`config.mk`:
```
export PLATFORM = sky130hd
export DESIGN_NAME = owc_osc_control
export DESIGN_NICKNAME = d
export VERILOG_FILES = /design/src/design/owc_pkg.sv /design/src/design/owc_osc_control.sv /design/src/design/owc_pin_edge.sv /design/src/design/owc_warmup_counter.sv
export SDC_FILE = /design/constraint.sdc
export NUM_CORES = 1
export LEC_CHECK = 0
export BUFFER_PORTS_ARGS = -buffer_cell sky130_fd_sc_hd__buf_2
export CAP_MARGIN = 20
export CORE_MARGIN = 1
export CORE_UTILIZATION = 57
export DETAILED_ROUTE_END_ITERATION = 12
export PLACE_DENSITY_LB_ADDON = 0.15
export REMOVE_ABC_BUFFERS = 1
export SLEW_MARGIN = 20
export SYNTH_ARGS = -nofsm -noshare
export SYNTH_HDL_FRONTEND = slang
export SYNTH_HIERARCHICAL = 1
export SYNTH_SLANG_ARGS = --single-unit
```
`constraint.sdc`:
```
create_clock -name clk -period 5.25 [get_ports clk]
set_input_delay 0.525 -clock clk [delete_from_list [all_inputs] [get_ports clk]]
set_output_delay 0.525 -clock clk [all_outputs]
set_load 0.1 [all_outputs]
```
`src/design/owc_pkg.sv`:
```
// owc_pkg: register map, field positions, reset values and types
// shared by the oscillation control block and its helpers.
// assumes one 40 MHz system clock and 32-bit register words.
package owc_pkg;

  // register byte offsets
  localparam logic [7:0] OWC_OFF_CTRL = 8'h00;
  localparam logic [7:0] OWC_OFF_PLL_SOURCE_SELECT = 8'h04;
  localparam logic [7:0] OWC_OFF_STAT = 8'h08;
  localparam logic [7:0] OWC_OFF_MASK = 8'h0C;

  // oscillation_control field positions
  localparam int OWC_BIT_START = 0;
  localparam int OWC_BIT_RUN = 1;
  localparam int OWC_BIT_PLLEN = 2;
  localparam int OWC_BIT_SRC = 3;
  localparam int OWC_BIT_TIME = 4;
  localparam int OWC_BIT_FASTEN = 8;
  localparam int OWC_BIT_SLOWEN = 9;

  // pll_selection_register and status field positions
  localparam int OWC_BIT_PLLSRC = 0;
  localparam int OWC_BIT_DONE = 0;

  // reset values
  localparam logic [2:0] OWC_TIME_RST = 3'h1;
  localparam logic OWC_PLLEN_RST = 1'b0;
  localparam logic OWC_FASTEN_RST = 1'b1;
  localparam logic OWC_SLOWEN_RST = 1'b1;
  localparam logic OWC_SRC_RST = 1'b0;
  localparam logic OWC_PLLSRC_RST = 1'b0;

  // timing: counter width covers the longest length, 2^18 periods
  localparam int OWC_CNT_W = 19;
  localparam logic [2:0] OWC_TIME_NONE = 3'h0;

  typedef enum logic [0:0] {
    OWC_IDLE = 1'b0,
    OWC_COUNT = 1'b1
  } owc_state_t;

  // period exponent per source and code; code 0 is never counted
  function automatic logic [4:0] owc_exponent(input logic slow, input logic [2:0] code);
    logic [4:0] c;
    c = {2'b00, code};
    if (!slow) begin
      owc_exponent = c + 5'h09;
    end else if (code <= 3'h3) begin
      owc_exponent = c + 5'h05;
    end else begin
      owc_exponent = c + 5'h0B;
    end
  endfunction : owc_exponent

endpackage : owc_pkg

```
`src/design/owc_osc_control.sv`:
```
// owc_osc_control: oscillation control register with oscillator and
// pll enables, warm-up timer control, pll source select, interrupt.
// assumes a plain register port master on clk; oscillator pins are
// asynchronous and are sampled through three flip-flops.
//
// Function
// - write one to start launches warm-up
// - running flag reads one while counting
// - pll enable bit stops or runs pll
// - pll stopped after reset, software enables
// - source select picks fast or slow oscillator
// - time code sets length, resets to one
// - fast oscillator enable, resets to one
// - slow oscillator enable, resets to one
module owc_osc_control
  import owc_pkg::*;
#(
  parameter int SCALE_DOWN = 0
) (
  input wire logic clk,
  input wire logic rst_n,
  input wire logic [7:0] addr,
  input wire logic [31:0] wrData,
  input wire logic wrEn,
  input wire logic rdEn,
  output logic [31:0] rdData,
  input wire logic fastOscClk,
  input wire logic slowOscClk,
  output logic fastOscEnable,
  output logic slowOscEnable,
  output logic pllEnable,
  output logic pllSourceSelect,
  output logic irq
);

  // control register fields
  logic pllEnReg;
  logic srcReg;
  logic [2:0] timeReg;
  logic fastEnReg;
  logic slowEnReg;
  logic pllSrcReg;
  logic doneStatReg;
  logic doneMaskReg;
  logic [31:0] rdDataReg;
  logic [31:0] rdNext;

  // decode
  logic wrCtrl;
  logic wrPllSel;
  logic wrStat;
  logic wrMask;
  logic startPulse;
  logic startSrc;
  logic [2:0] startTime;

  // timer side
  logic fastTick;
  logic slowTick;
  logic running;
  logic warmDone;

  assign wrCtrl = wrEn && (addr == OWC_OFF_CTRL);
  assign wrPllSel = wrEn && (addr == OWC_OFF_PLL_SOURCE_SELECT);
  assign wrStat = wrEn && (addr == OWC_OFF_STAT);
  assign wrMask = wrEn && (addr == OWC_OFF_MASK);

  // only a written one starts; a zero leaves the timer alone
  assign startPulse = wrCtrl && wrData[OWC_BIT_START];

  // a start written together with new fields uses the new fields
  assign startSrc = wrData[OWC_BIT_SRC];
  assign startTime = wrData[OWC_BIT_TIME +: 3];

  // oscillator pins into the clock domain
  owc_pin_edge u_fast_edge (
    .clk(clk),
    .rst_n(rst_n),
    .pinIn(fastOscClk),
    .rise(fastTick)
  );

  owc_pin_edge u_slow_edge (
    .clk(clk),
    .rst_n(rst_n),
    .pinIn(slowOscClk),
    .rise(slowTick)
  );

  // warm-up timer; source and length chosen at start
  owc_warmup_counter #(
    .SCALE_DOWN(SCALE_DOWN)
  ) u_counter (
    .clk(clk),
    .rst_n(rst_n),
    .start(startPulse),
    .srcSel(startSrc),
    .timeCode(startTime),
    .fastTick(fastTick),
    .slowTick(slowTick),
    .running(running),
    .done(warmDone)
  );

  // pll enable; cleared at reset so the pll starts stopped
  always_ff @(posedge clk or negedge rst_n) begin
    if (!rst_n) begin
      pllEnReg <= OWC_PLLEN_RST;
    end else if (wrCtrl) begin
      pllEnReg <= wrData[OWC_BIT_PLLEN];
    end
  end

  // warm-up source and length fields
  always_ff @(posedge clk or negedge rst_n) begin
    if (!rst_n) begin
      srcReg <= OWC_SRC_RST;
      timeReg <= OWC_TIME_RST;
    end else if (wrCtrl) begin
      srcReg <= wrData[OWC_BIT_SRC];
      timeReg <= wrData[OWC_BIT_TIME +: 3];
    end
  end

  // oscillator enables run from reset
  always_ff @(posedge clk or negedge rst_n) begin
    if (!rst_n) begin
      fastEnReg <= OWC_FASTEN_RST;
      slowEnReg <= OWC_SLOWEN_RST;
    end else if (wrCtrl) begin
      fastEnReg <= wrData[OWC_BIT_FASTEN];
      slowEnReg <= wrData[OWC_BIT_SLOWEN];
    end
  end

  // pll source select; software deselects it before stopping the pll
  always_ff @(posedge clk or negedge rst_n) begin
    if (!rst_n) begin
      pllSrcReg <= OWC_PLLSRC_RST;
    end else if (wrPllSel) begin
      pllSrcReg <= wrData[OWC_BIT_PLLSRC];
    end
  end

  // sticky done flag: a completion in the clear cycle is kept
  always_ff @(posedge clk or negedge rst_n) begin
    if (!rst_n) begin
      doneStatReg <= 1'b0;
    end else if (warmDone) begin
      doneStatReg <= 1'b1;
    end else if (wrStat && wrData[OWC_BIT_DONE]) begin
      doneStatReg <= 1'b0;
    end
  end

  // interrupt mask
  always_ff @(posedge clk or negedge rst_n) begin
    if (!rst_n) begin
      doneMaskReg <= 1'b0;
    end else if (wrMask) begin
      doneMaskReg <= wrData[OWC_BIT_DONE];
    end
  end

  // read mux; start bit and unused bits always read zero
  always_comb begin
    rdNext = 32'h0000_0000;
    case (addr)
      OWC_OFF_CTRL: begin
        rdNext[OWC_BIT_START] = 1'b0;
        rdNext[OWC_BIT_RUN] = running;
        rdNext[OWC_BIT_PLLEN] = pllEnReg;
        rdNext[OWC_BIT_SRC] = srcReg;
        rdNext[OWC_BIT_TIME +: 3] = timeReg;
        rdNext[OWC_BIT_FASTEN] = fastEnReg;
        rdNext[OWC_BIT_SLOWEN] = slowEnReg;
      end
      OWC_OFF_PLL_SOURCE_SELECT: begin
        rdNext[OWC_BIT_PLLSRC] = pllSrcReg;
      end
      OWC_OFF_STAT: begin
        rdNext[OWC_BIT_DONE] = doneStatReg;
      end
      OWC_OFF_MASK: begin
        rdNext[OWC_BIT_DONE] = doneMaskReg;
      end
      default: begin
        rdNext = 32'h0000_0000;
      end
    endcase
  end

  // read data stands only in the cycle after the strobe
  always_ff @(posedge clk or negedge rst_n) begin
    if (!rst_n) begin
      rdDataReg <= 32'h0000_0000;
    end else if (rdEn) begin
      rdDataReg <= rdNext;
    end else begin
      rdDataReg <= 32'h0000_0000;
    end
  end

  assign rdData = rdDataReg;
  assign fastOscEnable = fastEnReg;
  assign slowOscEnable = slowEnReg;
  assign pllEnable = pllEnReg;
  assign pllSourceSelect = pllSrcReg;
  // level interrupt while the unmasked done flag stands
  assign irq = doneStatReg && doneMaskReg;

  // helper: high only in the first cycle after reset release
  logic firstReg;
  always_ff @(posedge clk or negedge rst_n) begin
    if (!rst_n) begin
      firstReg <= 1'b1;
    end else begin
      firstReg <= 1'b0;
    end
  end

  property p_start_runs;
    @(posedge clk) disable iff (!rst_n)
      (startPulse && (startTime != OWC_TIME_NONE)) |=> running;
  endproperty
  a_start_runs: assert property (p_start_runs)
    else $error("start with nonzero length did not set running");

  property p_zero_start;
    @(posedge clk) disable iff (!rst_n)
      (startPulse && (startTime == OWC_TIME_NONE))
        |=> (!running && warmDone) ##1 doneStatReg;
  endproperty
  a_zero_start: assert property (p_zero_start)
    else $error("zero length start did not complete at once");

  property p_start_reads_zero;
    @(posedge clk) disable iff (!rst_n)
      (rdEn && (addr == OWC_OFF_CTRL)) |=> (rdData[OWC_BIT_START] == 1'b0);
  endproperty
  a_start_reads_zero: assert property (p_start_reads_zero)
    else $error("start bit read back nonzero");

  property p_run_flag;
    @(posedge clk) disable iff (!rst_n)
      (rdEn && (addr == OWC_OFF_CTRL))
        |=> (rdData[OWC_BIT_RUN] == $past(running));
  endproperty
  a_run_flag: assert property (p_run_flag)
    else $error("running flag read does not match timer state");

  property p_pll_write;
    @(posedge clk) disable iff (!rst_n)
      wrCtrl |=> (pllEnable == $past(wrData[OWC_BIT_PLLEN]));
  endproperty
  a_pll_write: assert property (p_pll_write)
    else $error("pll enable did not follow write");

  property p_reset_values;
    @(posedge clk) disable iff (!rst_n)
      firstReg |-> (!pllEnable && fastOscEnable && slowOscEnable
        && !running && !irq);
  endproperty
  a_reset_values: assert property (p_reset_values)
    else $error("wrong output values after reset");

  property p_osc_enables;
    @(posedge clk) disable iff (!rst_n)
      wrCtrl |=> (fastOscEnable == $past(wrData[OWC_BIT_FASTEN]))
        && (slowOscEnable == $past(wrData[OWC_BIT_SLOWEN]));
  endproperty
  a_osc_enables: assert property (p_osc_enables)
    else $error("oscillator enables did not follow write");

  property p_unused_zero;
    @(posedge clk) disable iff (!rst_n)
      (rdEn && (addr == OWC_OFF_CTRL))
        |=> (rdData[31:10] == 22'h00_0000) && !rdData[7];
  endproperty
  a_unused_zero: assert property (p_unused_zero)
    else $error("unused control bits read nonzero");

  property p_done_clears_run;
    @(posedge clk) disable iff (!rst_n)
      (warmDone && !$past(startPulse))
        |-> (!running && $past(running));
  endproperty
  a_done_clears_run: assert property (p_done_clears_run)
    else $error("running still set on completion");

  property p_done_sticky;
    @(posedge clk) disable iff (!rst_n)
      (warmDone || (doneStatReg && !(wrStat && wrData[OWC_BIT_DONE]))) |=> doneStatReg;
  endproperty
  a_done_sticky: assert property (p_done_sticky)
    else $error("completion flag lost");

  property p_irq_level;
    @(posedge clk) disable iff (!rst_n)
      (doneStatReg && doneMaskReg && !wrStat && !wrMask) |=> irq;
  endproperty
  a_irq_level: assert property (p_irq_level)
    else $error("interrupt dropped while unmasked flag set");

  // field writes land in the cycle after the strobe
  property p_fields_write;
    @(posedge clk) disable iff (!rst_n)
      wrCtrl |=> (srcReg == $past(wrData[OWC_BIT_SRC]))
        && (timeReg == $past(wrData[OWC_BIT_TIME +: 3]));
  endproperty
  a_fields_write: assert property (p_fields_write)
    else $error("warm-up source or length did not follow write");

  property p_pll_sel_write;
    @(posedge clk) disable iff (!rst_n)
      wrPllSel |=> (pllSourceSelect == $past(wrData[OWC_BIT_PLLSRC]));
  endproperty
  a_pll_sel_write: assert property (p_pll_sel_write)
    else $error("pll source select did not follow write");

  property p_mask_write;
    @(posedge clk) disable iff (!rst_n)
      wrMask |=> (doneMaskReg == $past(wrData[OWC_BIT_DONE]));
  endproperty
  a_mask_write: assert property (p_mask_write)
    else $error("interrupt mask did not follow write");

  // a clear without a completion in the same cycle empties the flag
  property p_done_clear;
    @(posedge clk) disable iff (!rst_n)
      (wrStat && wrData[OWC_BIT_DONE] && !warmDone) |=> !doneStatReg;
  endproperty
  a_done_clear: assert property (p_done_clear)
    else $error("completion flag not cleared by write");

  // read data must not linger past its one cycle
  property p_rd_idle;
    @(posedge clk) disable iff (!rst_n)
      !rdEn |=> (rdData == 32'h0000_0000);
  endproperty
  a_rd_idle: assert property (p_rd_idle)
    else $error("read data not zero outside a read");

endmodule : owc_osc_control

```
`src/design/owc_pin_edge.sv`:
```
// owc_pin_edge: three-stage synchroniser for an oscillator pin,
// giving a one-cycle pulse on each filtered rising edge.
// assumes the pin toggles slower than half the system clock.
module owc_pin_edge
  import owc_pkg::*;
(
  input wire logic clk,
  input wire logic rst_n,
  input wire logic pinIn,
  output logic rise
);

  logic s1Reg;
  logic s2Reg;
  logic s3Reg;
  logic levelReg;
  logic riseReg;

  // s1 feeds s2 only; a change counts when s2 and s3 agree
  always_ff @(posedge clk or negedge rst_n) begin
    if (!rst_n) begin
      s1Reg <= 1'b0;
      s2Reg <= 1'b0;
      s3Reg <= 1'b0;
    end else begin
      s1Reg <= pinIn;
      s2Reg <= s1Reg;
      s3Reg <= s2Reg;
    end
  end

  // filtered level and its rising edge
  always_ff @(posedge clk or negedge rst_n) begin
    if (!rst_n) begin
      levelReg <= 1'b0;
      riseReg <= 1'b0;
    end else begin
      riseReg <= (s2Reg == s3Reg) && s2Reg && !levelReg;
      if (s2Reg == s3Reg) begin
        levelReg <= s2Reg;
      end
    end
  end

  assign rise = riseReg;

endmodule : owc_pin_edge

```
`src/design/owc_warmup_counter.sv`:
```
// owc_warmup_counter: counts periods of the chosen oscillator up to
// a power-of-two length and pulses done when the count is reached.
// assumes start is a one-cycle pulse and ticks are one-cycle pulses.
module owc_warmup_counter
  import owc_pkg::*;
#(
  parameter int SCALE_DOWN = 0
) (
  input wire logic clk,
  input wire logic rst_n,
  input wire logic start,
  input wire logic srcSel,
  input wire logic [2:0] timeCode,
  input wire logic fastTick,
  input wire logic slowTick,
  output logic running,
  output logic done
);

  owc_state_t stateReg;
  logic srcReg;
  logic [OWC_CNT_W-1:0] cntReg;
  logic [OWC_CNT_W-1:0] lastReg;
  logic [4:0] expRaw;
  logic [4:0] expEff;
  logic tick;
  logic doneReg;

  // shortened exponent for simulation, never below one
  always_comb begin
    expRaw = owc_exponent(srcSel, timeCode);
    if (expRaw > 5'(SCALE_DOWN)) begin
      expEff = expRaw - 5'(SCALE_DOWN);
    end else begin
      expEff = 5'h01;
    end
  end

  // source latched at start so a later write cannot disturb a count
  assign tick = srcReg ? slowTick : fastTick;

  // restart wins over a count in progress
  always_ff @(posedge clk or negedge rst_n) begin
    if (!rst_n) begin
      stateReg <= OWC_IDLE;
      srcReg <= 1'b0;
      cntReg <= '0;
      lastReg <= '0;
      doneReg <= 1'b0;
    end else begin
      doneReg <= 1'b0;
      if (start) begin
        srcReg <= srcSel;
        cntReg <= '0;
        lastReg <= (OWC_CNT_W'(1) << expEff) - OWC_CNT_W'(1);
        if (timeCode == OWC_TIME_NONE) begin
          stateReg <= OWC_IDLE;
          doneReg <= 1'b1;
        end else begin
          stateReg <= OWC_COUNT;
        end
      end else begin
        case (stateReg)
          OWC_COUNT: begin
            if (tick) begin
              if (cntReg == lastReg) begin
                stateReg <= OWC_IDLE;
                doneReg <= 1'b1;
              end else begin
                cntReg <= cntReg + OWC_CNT_W'(1);
              end
            end
          end
          default: begin
            stateReg <= OWC_IDLE;
          end
        endcase
      end
    end
  end

  assign running = (stateReg == OWC_COUNT);
  assign done = doneReg;

endmodule : owc_warmup_counter

```
==> flow_summary.ini, run 1 <==
[run_status]
status = finished, final reports clean

[yosys]
synth_seq_area_share_pct = 44.0
synth_top_family_by_area = simple AND/OR/NAND/NOR gates
synth.mux.area_fraction_pct = 6.27
synth_enable_flop_cells = 0
syn-mean-instance-area_sq_um = 10.0
postSynthRegisterBits = 70
synthSimpleGateAreaFrac_pct = 19.7
synth_cells = 398
synth_async_sr_flop_share_pct = 100
adder_cell_share_of_the_synthesized_area_pct = 3.13
synth_ff_type = sky130_fd_sc_hd__dfrtp_1
fraction_of_synthesized_cell_area_in_xor_and_xnor_cells_pct = 6.14
syn_area_sq_um = 3990
fraction_of_the_mapped_netlist_area_in_compound_gates_pct = 13.0
synth.yosys.warnings = 6
synth_cell_type_count = 65

[cts]
cts_repair_resize_count = 0
htreeDepth = 3
cts.sink_count = 70
clock_tree.buffer_depth = 2
cts-buffers-inserted = 9
cts_tree = yes
cts_hold_buf = 0
clk_root_buffer_cell = sky130_fd_sc_hd__clkbuf_8
post-cts-setup-buffer-count = 0
source_to_sink_clock_delay_at_the_later_pin_of_the_worst_skew_pair_ns = 0.36
path_clk_slew_ns = 0.08

[floorplan]
design.portCount = 83
dieHeight_um = 85.7
initial_utilization_pct = 58.8
horizontal_die_dimension_um = 85.7
design.die.area_sq_um = 7350
fp-row-count = 30
core_sq_um = 6790

[critical_path]
critical_path.top_delay_family = compound AO/OA/AOI/OAI gates
bufs_and_invs_on_worst_path = 3
worst_r2r_path_depth = 6
worst_ep_arrival_time_ns = 3.61
worstSetupStartpointType = input pin
cp_max_stage_delay_ns = 0.54
critical_path.cell_chain = buf_2 -> inv_1 -> ha_1 -> inv_1 -> ha_1 -> nand2_1 -> o32ai_2 -> nor2_1 -> nand3_1 -> ha_1 -> nand2_1 -> a2111oi_0 -> or3_1
timing.reg2reg.setup_slack_ns = 2.84
r2r-start = u_counter/cntReg[11]
worst-path-max-fanout = 17
critPathRequiredTime_ns = 5.54
cpMostUsedCell = sky130_fd_sc_hd__ha_1
crit_type = in2reg
reg2reg_to = u_counter/cntReg[18]
slowest_stage = sky130_fd_sc_hd__a2111oi_0
cp-end-kind = flop

[detailed_routing]
drt_wl_total_um = 7490
first_iter_violations = 119
vias = 2924
post_route_antenna_net_violation_count = 0
drt_drc_violations_left = 0
detailedRoute.firstPassIterationCount = 4
viasPerCell = 5.52
post_drt_wl_per_cell_um = 14.1

[cells_and_area]
ff_latch_area_sq_um = 1760
layout.cells.most_common = sky130_fd_sc_hd__dfrtp_1
layout_common_cells = sky130_fd_sc_hd__dfrtp_1, sky130_fd_sc_hd__nor2_1, sky130_fd_sc_hd__buf_2
fillers = 564
antenna-diode-count = 0
design.final.nets = 485
multi_input_area_sq_um = 2020
drive_above_1_share_pct = 20.5
flow.area_growth_from_synthesis_pct = 8.18

[timing]
max_freq_mhz = 301
fin_worst_skew_ns = 0.0164
period_needed_ns = 3.32
final_count_of_pins_violating_max_slew = 0
hold-worst-slack_ns = 0.267
worst-slew-pin-transition_ns = 0.853
hold_viol = 0
final.setup.tns_ns = 0
period_share_pct = 63.3
finalSetupViolations = 0
rsz_0062_raised_after_global_routing = no
slew_headroom_pct = 43.2

[grt]
grt_pass1_wl_um = 12600
groute.usage.overall_pct = 22.1
number_of_global_route_vias_before_repair = 2675
initial_antenna_violation_count = 0
grt_overflow_total = 0
grt_max_degree = 71

[flow_run]
drv.max_cap_violation_count = 0

[power_and_ir_drop]
vdd.ir_drop.worst_mv = 0.170
pwr_density_cell_nw_per_um2 = 327
power_leakage_nw = 1.99

[hold_path]
hold_start = slowOscClk
min_path_cells = 1
hold_class = in2reg
whs_endpoint = u_slow_edge/s1Reg

[placement]
port-buffer-count = 35
gp_routability_congestion = 0.808
hpwl_reported_at_the_end_of_detailed_placement_um = 5180
==> routing by layer <==
metal / track usage, % / share of wire, % / wire length [um] / vias up
met2: 34.8 / 46 / 3460 / 87
li1: - / - / - / 1429
met4: 10.0 / 1.6 / 123 / 0
met1: 30.4 / 48 / 3600 / 1396
met3: 3.56 / 4.0 / 303 / 12
met5: 0 / 0 / 0 / -
==> worst reg2reg max path: stages (launching register included) <==
cell and delay [ns]:
sky130_fd_sc_hd__dfrtp_1 0.44, sky130_fd_sc_hd__xnor2_1 0.20, sky130_fd_sc_hd__nand4_1 0.18, sky130_fd_sc_hd__nor4_4 0.54
sky130_fd_sc_hd__a211oi_2 0.31, sky130_fd_sc_hd__and4_1 0.31, sky130_fd_sc_hd__mux2_1 0.31
==> power breakdown <==
group	internal, W	switching, W	total [W]	leakage (nW)
combinational	0.000124	0.000227	0.000350	1.04
sequential	0.000593	0.0000704	0.000664	0.861
clock	0.000176	0.000222	0.000398	0.0866
==> logic make-up (layout without fill, tap and decap cells) <==
family | Yosys count | after routing
compound gates | 74 | 74
mux | 22 | 22
buf+inv | 55 | 69
flops | 70 | 70
fa+ha+maj | 10 | 10
xor+xnor | 28 | 28
simple gates | 137 | 137
other cells | 2 | 24
==> synthesized netlist by cell type, types with 3 or more instances <==
library cell	number	area share, %
sky130_fd_sc_hd__a211oi_1	3	0.56
sky130_fd_sc_hd__a21o_1	5	0.94
sky130_fd_sc_hd__a21oi_1	21	2.6
sky130_fd_sc_hd__a31o_2	3	0.66
sky130_fd_sc_hd__a31oi_1	6	0.94
sky130_fd_sc_hd__and2_1	12	1.9
sky130_fd_sc_hd__and3_1	4	0.63
sky130_fd_sc_hd__and4_1	3	0.66
sky130_fd_sc_hd__buf_2	4	0.50
sky130_fd_sc_hd__buf_4	23	4.3
sky130_fd_sc_hd__clkbuf_1	11	1.0
sky130_fd_sc_hd__dfrtp_1	67	42
sky130_fd_sc_hd__dfstp_2	3	2.0
sky130_fd_sc_hd__ha_1	10	3.1
sky130_fd_sc_hd__inv_1	16	1.5
sky130_fd_sc_hd__mux2_2	14	3.9
sky130_fd_sc_hd__mux2i_1	4	1.0
sky130_fd_sc_hd__nand2_1	11	1.0
sky130_fd_sc_hd__nand2b_1	6	0.94
sky130_fd_sc_hd__nand3_1	15	1.9
sky130_fd_sc_hd__nand4_1	9	1.4
sky130_fd_sc_hd__nor2_1	40	3.8
sky130_fd_sc_hd__nor2b_1	11	1.7
sky130_fd_sc_hd__nor3_1	4	0.50
sky130_fd_sc_hd__nor4_1	3	0.47
sky130_fd_sc_hd__o21ai_0	9	1.1
sky130_fd_sc_hd__or3_1	3	0.47
sky130_fd_sc_hd__xnor2_1	25	5.5
sky130_fd_sc_hd__xor2_1	3	0.66
==> worst max path at each step <==
stage	from	endpoint	slack, ns	cells past startpoint
after global routing	wrData[4]	u_counter/lastReg[18]	1.79	13
after detailed placement	wrData[4]	u_counter/lastReg[8]	1.66	11
after floorplan	wrData[4]	u_counter/lastReg[8]	2.23	10
final	wrData[4]	u_counter/lastReg[18]	1.93	13
after CTS	wrData[4]	u_counter/lastReg[8]	2.02	11
after global placement	wrData[4]	u_counter/lastReg[8]	1.71	11
==> sequential cells by signal, indices dropped and copies added, names as in the netlist, 3 cells and up <==
name               count
u_counter/lastReg     19
timeReg                3
rdData                 9
u_counter/cntReg      19
==> through the flow <==
step	std cells	total power, W	area, sq um	worst slack [ns]	util [%]
after floorplan	381	0.000936	3830	2.23	-
after global placement	514	0.00101	4140	1.71	61.0
after global routing	530	0.00149	4320	1.79	63.6
final	530	0.00141	4320	1.93	63.6
after CTS	530	0.00142	4320	2.02	63.6
after detailed placement	514	0.00102	4140	1.66	61.0
==> final cells by class <==
type	instances	share of cell area, %
clock buffers	9	2.87
clock inverters	7	1.27
inverters	16	1.39
multi-input cells	295	46.7
flip-flops and latches	70	40.6
well taps	96	2.78
repair buffers	37	4.40
(Power assumes the default switching activity.)
==> run 2: changes to the inputs <==
- CORE_UTILIZATION: 57 -> 50
- clock period: 5.25 -> 3 ns (I/O delays scaled with it)
==> run 2 against run 1 <==
Sequential share of layout area shrank 1.4 points; register-to-register slack worse by 2.3 ns; power is 82% higher; critical path depth shrank 1; non-clock buffer count rose by 16; global-route usage down 1.7 points; first-iteration DRC count fell by 28%; clock skew fell by 0.0044 ns; critical path type unchanged; critical endpoint is now u_counter/lastReg[8]; highest routed layer unchanged.
==> flow_summary.ini, run 2 (same netlist as run 1, synthesis figures left out) <==
[cts]
clk_root_buffer_cell = sky130_fd_sc_hd__clkbuf_8
cts-buffers-inserted = 9
clock_tree.buffer_depth = 2
cts.sink_count = 70
cts_tree = yes
path_clk_slew_ns = 0.09
post-cts-setup-buffer-count = 0
htreeDepth = 3
source_to_sink_clock_delay_at_the_later_pin_of_the_worst_skew_pair_ns = 0.36

[timing]
worst-slew-pin-transition_ns = 0.784
period_needed_ns = 2.57
final_count_of_pins_violating_max_slew = 0
period_share_pct = 85.6
slew_headroom_pct = 47.6
postLayoutSetupSlackWorst_ns = 0.433
max_freq_mhz = 390
finalSetupViolations = 0
hold_viol = 0
fin_worst_skew_ns = 0.0120
hold-worst-slack_ns = 0.0414
rsz_0062_raised_after_global_routing = no
final.setup.tns_ns = 0

[placement]
placedCellCount = 535
port-buffer-count = 35
hpwl_reported_at_the_end_of_detailed_placement_um = 5650
gp_routability_congestion = 0.788
place_worst_setup_slack_ns = 0.0873

[detailed_routing]
vias = 2953
met3_wirelength_um = 199
wl_met1_um = 3720
detailroute.wirelength.met2_um = 3690
viasPerCell = 5.35
detailedRoute.firstPassIterationCount = 4
drt_drc_violations_left = 0
first_iter_violations = 86
post_drt_wl_per_cell_um = 14.1
route.top_layer_used = met4
post_route_antenna_net_violation_count = 0
drt_wl_total_um = 7760

[power_and_ir_drop]
pwr_density_cell_nw_per_um2 = 575
power_leakage_nw = 2.08
net-switching-power_w = 0.000913
power_frac_clock_pct = 30.2
cellInternalPower_w = 0.00166
pwr-share-seq_pct = 45.3
vdd.ir_drop.worst_mv = 0.281
switching_share_pct = 35.5
comb_power_share_pct = 24.4

[grt]
grt_pass1_wl_um = 13600
grt_overflow_total = 0
grt_max_degree = 44
initial_antenna_violation_count = 0
number_of_global_route_vias_before_repair = 2916
groute.usage.overall_pct = 20.4

[cells_and_area]
fillers = 677
flow.area_growth_from_synthesis_pct = 12.1
finished_layout_cells = 552
design.final.nets = 501
post-route-util_pct = 57.9
multi_input_area_sq_um = 2020
ff_latch_area_sq_um = 1760
antenna-diode-count = 0
layout.cells.most_common = sky130_fd_sc_hd__dfrtp_1
layout_common_cells = sky130_fd_sc_hd__dfrtp_1, sky130_fd_sc_hd__nor2_1, sky130_fd_sc_hd__buf_2
drive_above_1_share_pct = 23.1

[critical_path]
worst-path-max-fanout = 9
cpMostUsedCell = sky130_fd_sc_hd__ha_1
slowest_stage = sky130_fd_sc_hd__or4_1
worst_ep_arrival_time_ns = 2.86
critical_path.cell_chain = buf_2 -> inv_1 -> ha_1 -> inv_1 -> ha_1 -> o31ai_1 -> a21o_1 -> nand3_1 -> ha_1 -> or4_1 -> a21oi_1 -> o22a_1
cp_max_stage_delay_ns = 0.53
crit_type = in2reg
worstSetupStartpointType = input pin
critPathRequiredTime_ns = 3.29
cp-end-kind = flop

[flow_run]
drv.max_cap_violation_count = 0

[floorplan]
horizontal_die_dimension_um = 91.4
design.portCount = 83
design.die.area_sq_um = 8350
fp-row-count = 32
core_sq_um = 7730
dieHeight_um = 91.4
initial_utilization_pct = 51.7

[run_status]
status = finished, final reports clean

[hold_path]
hold_class = in2reg
-- run 2: cell count changes in the layout (fill, tap and decap cells not counted) --
cell	change
sky130_fd_sc_hd__buf_4	+15
sky130_fd_sc_hd__bufinv_16	+1
sky130_fd_sc_hd__clkinv_2	-1
sky130_fd_sc_hd__clkinv_4	+1
sky130_fd_sc_hd__dlygate4sd3_1	+1
sky130_fd_sc_hd__inv_6	-1
-- run 2: stage by stage --
| stage | total power [W] | instance area [sq um] |
|---|---|---|
| final | 0.00257 | 4480 |
| after global routing | 0.00271 | 4480 |
| after CTS | 0.00259 | 4480 |
| after detailed placement | 0.00181 | 4260 |
| after global placement | 0.00179 | 4260 |
| after floorplan | 0.00164 | 3830 |
-- run 2: critical path, delay by kind of cell --
| kind | cells | cell delay [ns] |
|---|---|---|
| buffers and inverters | 3 | 0.33 |
| AO/OA/AOI/OAI | 4 | 0.82 |
| AND/OR/NAND/NOR | 2 | 0.65 |
| adder cells (fa/ha/maj) | 3 | 0.74 |
-- run 2: worst paths after layout --
kind                                           start                   end  slack, ns  depth (start not counted)
worst max-delay path                       wrData[4]  u_counter/lastReg[8]       0.43                         12
max in group asynchronous                      rst_n  u_counter/lastReg[9]       1.53                          3
worst min-delay path                      slowOscClk     u_slow_edge/s1Reg       0.04                          1
worst max register to register  u_counter/cntReg[12]  u_counter/cntReg[18]       0.56                          7
worst min register to register     u_slow_edge/s1Reg     u_slow_edge/s2Reg       0.36                          0
min in group asynchronous                      rst_n     u_slow_edge/s1Reg       0.48                          2
-- run 2: layout make-up --
type	instances	area share, %
Clock buffer	9	2.77
Clock inverter	7	1.79
Inverter	16	1.34
Multi-Input combinational cell	295	45.0
Sequential cell	70	39.2
Tap cell	102	2.85
Timing Repair Buffer	53	6.99
-- run 2: routing by layer --
| metal | track usage, % | up-vias |
|---|---|---|
| met5 | 0 | - |
| met2 | 33.6 | 61 |
| met4 | 9.13 | 0 |
| li1 | - | 1455 |
| met1 | 26.9 | 1424 |
| met3 | 2.93 | 13 |
-- run 2: power by group through the flow --
stage               registers (W)  clock network [W]  logic [W]
floorplan                 0.00117                  0   0.000473
global placement          0.00118                  0   0.000611
detailed placement        0.00118                  0   0.000627
CTS                       0.00117           0.000794   0.000632
global route              0.00118           0.000829   0.000695
finish                    0.00117           0.000778   0.000629
-- run 2: repair_timing --
action / in CTS / in global routing
hold endpoints to repair: 24 / 0
hold buffers: 1 / 0
gates resized for setup: 0 / 0
setup endpoints to repair: 0 / 0
==> run 3: changes to the inputs <==
- PLACE_DENSITY: default -> 0.84
- PLACE_DENSITY_LB_ADDON: 0.15 -> default
==> run 3 against run 2 <==
Count of clock-buffer cells in the layout unchanged; sequential power is essentially flat; register-to-register slack better by 0.02 ns; die area did not move; core utilization grew 0.19 points; sequential share of layout area decreased by 0.13 points; critical path type unchanged.
==> flow_summary.ini, run 3 (same netlist as run 1, synthesis figures left out) <==
[run_status]
status = finished, final reports clean

[cells_and_area]
multi_input_area_sq_um = 2020
antenna-diode-count = 0
fillers = 637
ff_latch_area_sq_um = 1760
post-route-util_pct = 58.1
layout.cells.most_common = sky130_fd_sc_hd__dfrtp_1
fin_area_sq_um = 4490
drive_above_1_share_pct = 22.9
flow.area_growth_from_synthesis_pct = 12.4
layout_common_cells = sky130_fd_sc_hd__dfrtp_1, sky130_fd_sc_hd__nor2_1, sky130_fd_sc_hd__buf_2
design.final.nets = 500

[critical_path]
worst-path-max-fanout = 9
cp-end-kind = flop
worst_ep_arrival_time_ns = 2.88
reg2reg_to = u_counter/cntReg[18]
crit_type = in2reg
timing.reg2reg.setup_slack_ns = 0.58
worst_r2r_path_depth = 7
r2r-start = u_counter/cntReg[7]
critPathRequiredTime_ns = 3.29
worstSetupStartpointType = input pin

[floorplan]
design.die.area_sq_um = 8350
core_sq_um = 7730
initial_utilization_pct = 51.7
design.portCount = 83
fp-row-count = 32
horizontal_die_dimension_um = 91.4
dieHeight_um = 91.4

[timing]
hold_viol = 0
final.setup.tns_ns = 0
period_share_pct = 86.6
max_freq_mhz = 385
slew_headroom_pct = 48.1
rsz_0062_raised_after_global_routing = no
period_needed_ns = 2.60
worst-slew-pin-transition_ns = 0.777
finalSetupViolations = 0
hold-worst-slack_ns = 0.0496
fin_worst_skew_ns = 0.0118
final_count_of_pins_violating_max_slew = 0

[detailed_routing]
post_route_antenna_net_violation_count = 0
first_iter_violations = 171
vias = 3067
drt_drc_violations_left = 0
viasPerCell = 5.57
post_drt_wl_per_cell_um = 14.9
detailedRoute.firstPassIterationCount = 6
drt_wl_total_um = 8220

[hold_path]
min_path_cells = 1
whs_endpoint = u_fast_edge/s1Reg
hold_start = fastOscClk
hold_class = in2reg

[cts]
cts-buffers-inserted = 9
clock_tree.buffer_depth = 2
cts.sink_count = 70
cts_tree = yes
cts_repair_resize_count = 0
clk_root_buffer_cell = sky130_fd_sc_hd__clkbuf_8
htreeDepth = 3
path_clk_slew_ns = 0.08
cts_hold_buf = 1
post-cts-setup-buffer-count = 0
source_to_sink_clock_delay_at_the_later_pin_of_the_worst_skew_pair_ns = 0.35

[power_and_ir_drop]
post-layout-total-power_w = 0.00267
vdd.ir_drop.worst_mv = 0.384
power_leakage_nw = 2.09
pwr_density_cell_nw_per_um2 = 595

[grt]
number_of_global_route_vias_before_repair = 2967
groute.usage.overall_pct = 21.2
initial_antenna_violation_count = 0
grt_pass1_wl_um = 14000
grt_max_degree = 32
grt_overflow_total = 0

[placement]
hpwl_reported_at_the_end_of_detailed_placement_um = 5930
placed_area_sq_um = 4250
gp_routability_congestion = 0.846
port-buffer-count = 35

[flow_run]
drv.max_cap_violation_count = 0
## run 3: stage by stage
step / instances / worst slack (ns)
floorplan: 381 / 0.201
global placement: 534 / 0.175
detailed placement: 534 / 0.141
CTS: 551 / 0.443
global route: 551 / 0.113
finish: 551 / 0.403
## run 3: where the power goes
group	internal, W	switching (W)	leakage, nW
sequential	0.00104	0.000130	0.861
clock	0.000478	0.000383	0.111
combinational	0.000231	0.000410	1.11
total	0.00175	0.000923	2.09
## run 3: worst max-delay path: stages
cell and delay (ns):
sky130_fd_sc_hd__buf_2 0.18, sky130_fd_sc_hd__inv_1 0.08, sky130_fd_sc_hd__ha_1 0.20, sky130_fd_sc_hd__inv_1 0.07, sky130_fd_sc_hd__ha_1 0.25, sky130_fd_sc_hd__o31ai_1 0.33
sky130_fd_sc_hd__a21o_1 0.23, sky130_fd_sc_hd__nand3_1 0.13, sky130_fd_sc_hd__ha_1 0.28, sky130_fd_sc_hd__or4_1 0.53, sky130_fd_sc_hd__a21oi_1 0.16, sky130_fd_sc_hd__o22a_1 0.14
## run 3: area by class of cell
type | instances | area share [%]
Timing Repair Buffer | 52 | 6.80
Clock inverter | 7 | 2.28
Clock buffer | 9 | 2.76
Tap cell | 102 | 2.84
Sequential cell | 70 | 39.1
Inverter | 16 | 1.34
Multi-Input combinational cell | 295 | 44.9
## run 3: how the worst max path moves through the flow
stage	from	to	slack, ns	cells past startpoint
after detailed placement	wrData[4]	u_counter/lastReg[8]	0.14	12
final	wrData[4]	u_counter/lastReg[8]	0.40	12
after global placement	wrData[4]	u_counter/lastReg[8]	0.18	12
after floorplan	wrData[4]	u_counter/lastReg[8]	0.20	10
after CTS	wrData[4]	u_counter/lastReg[8]	0.44	12
after global routing	wrData[4]	u_counter/lastReg[16]	0.11	14
## run 3: metal layers
layer | up-vias | share of wire, % | global-route usage, %
li1 | 1458 | - | -
met1 | 1486 | 44 | 27.3
met2 | 111 | 50 | 34.9
met3 | 12 | 4.2 | 4.44
met4 | 0 | 1.6 | 8.60
met5 | - | 0 | 0
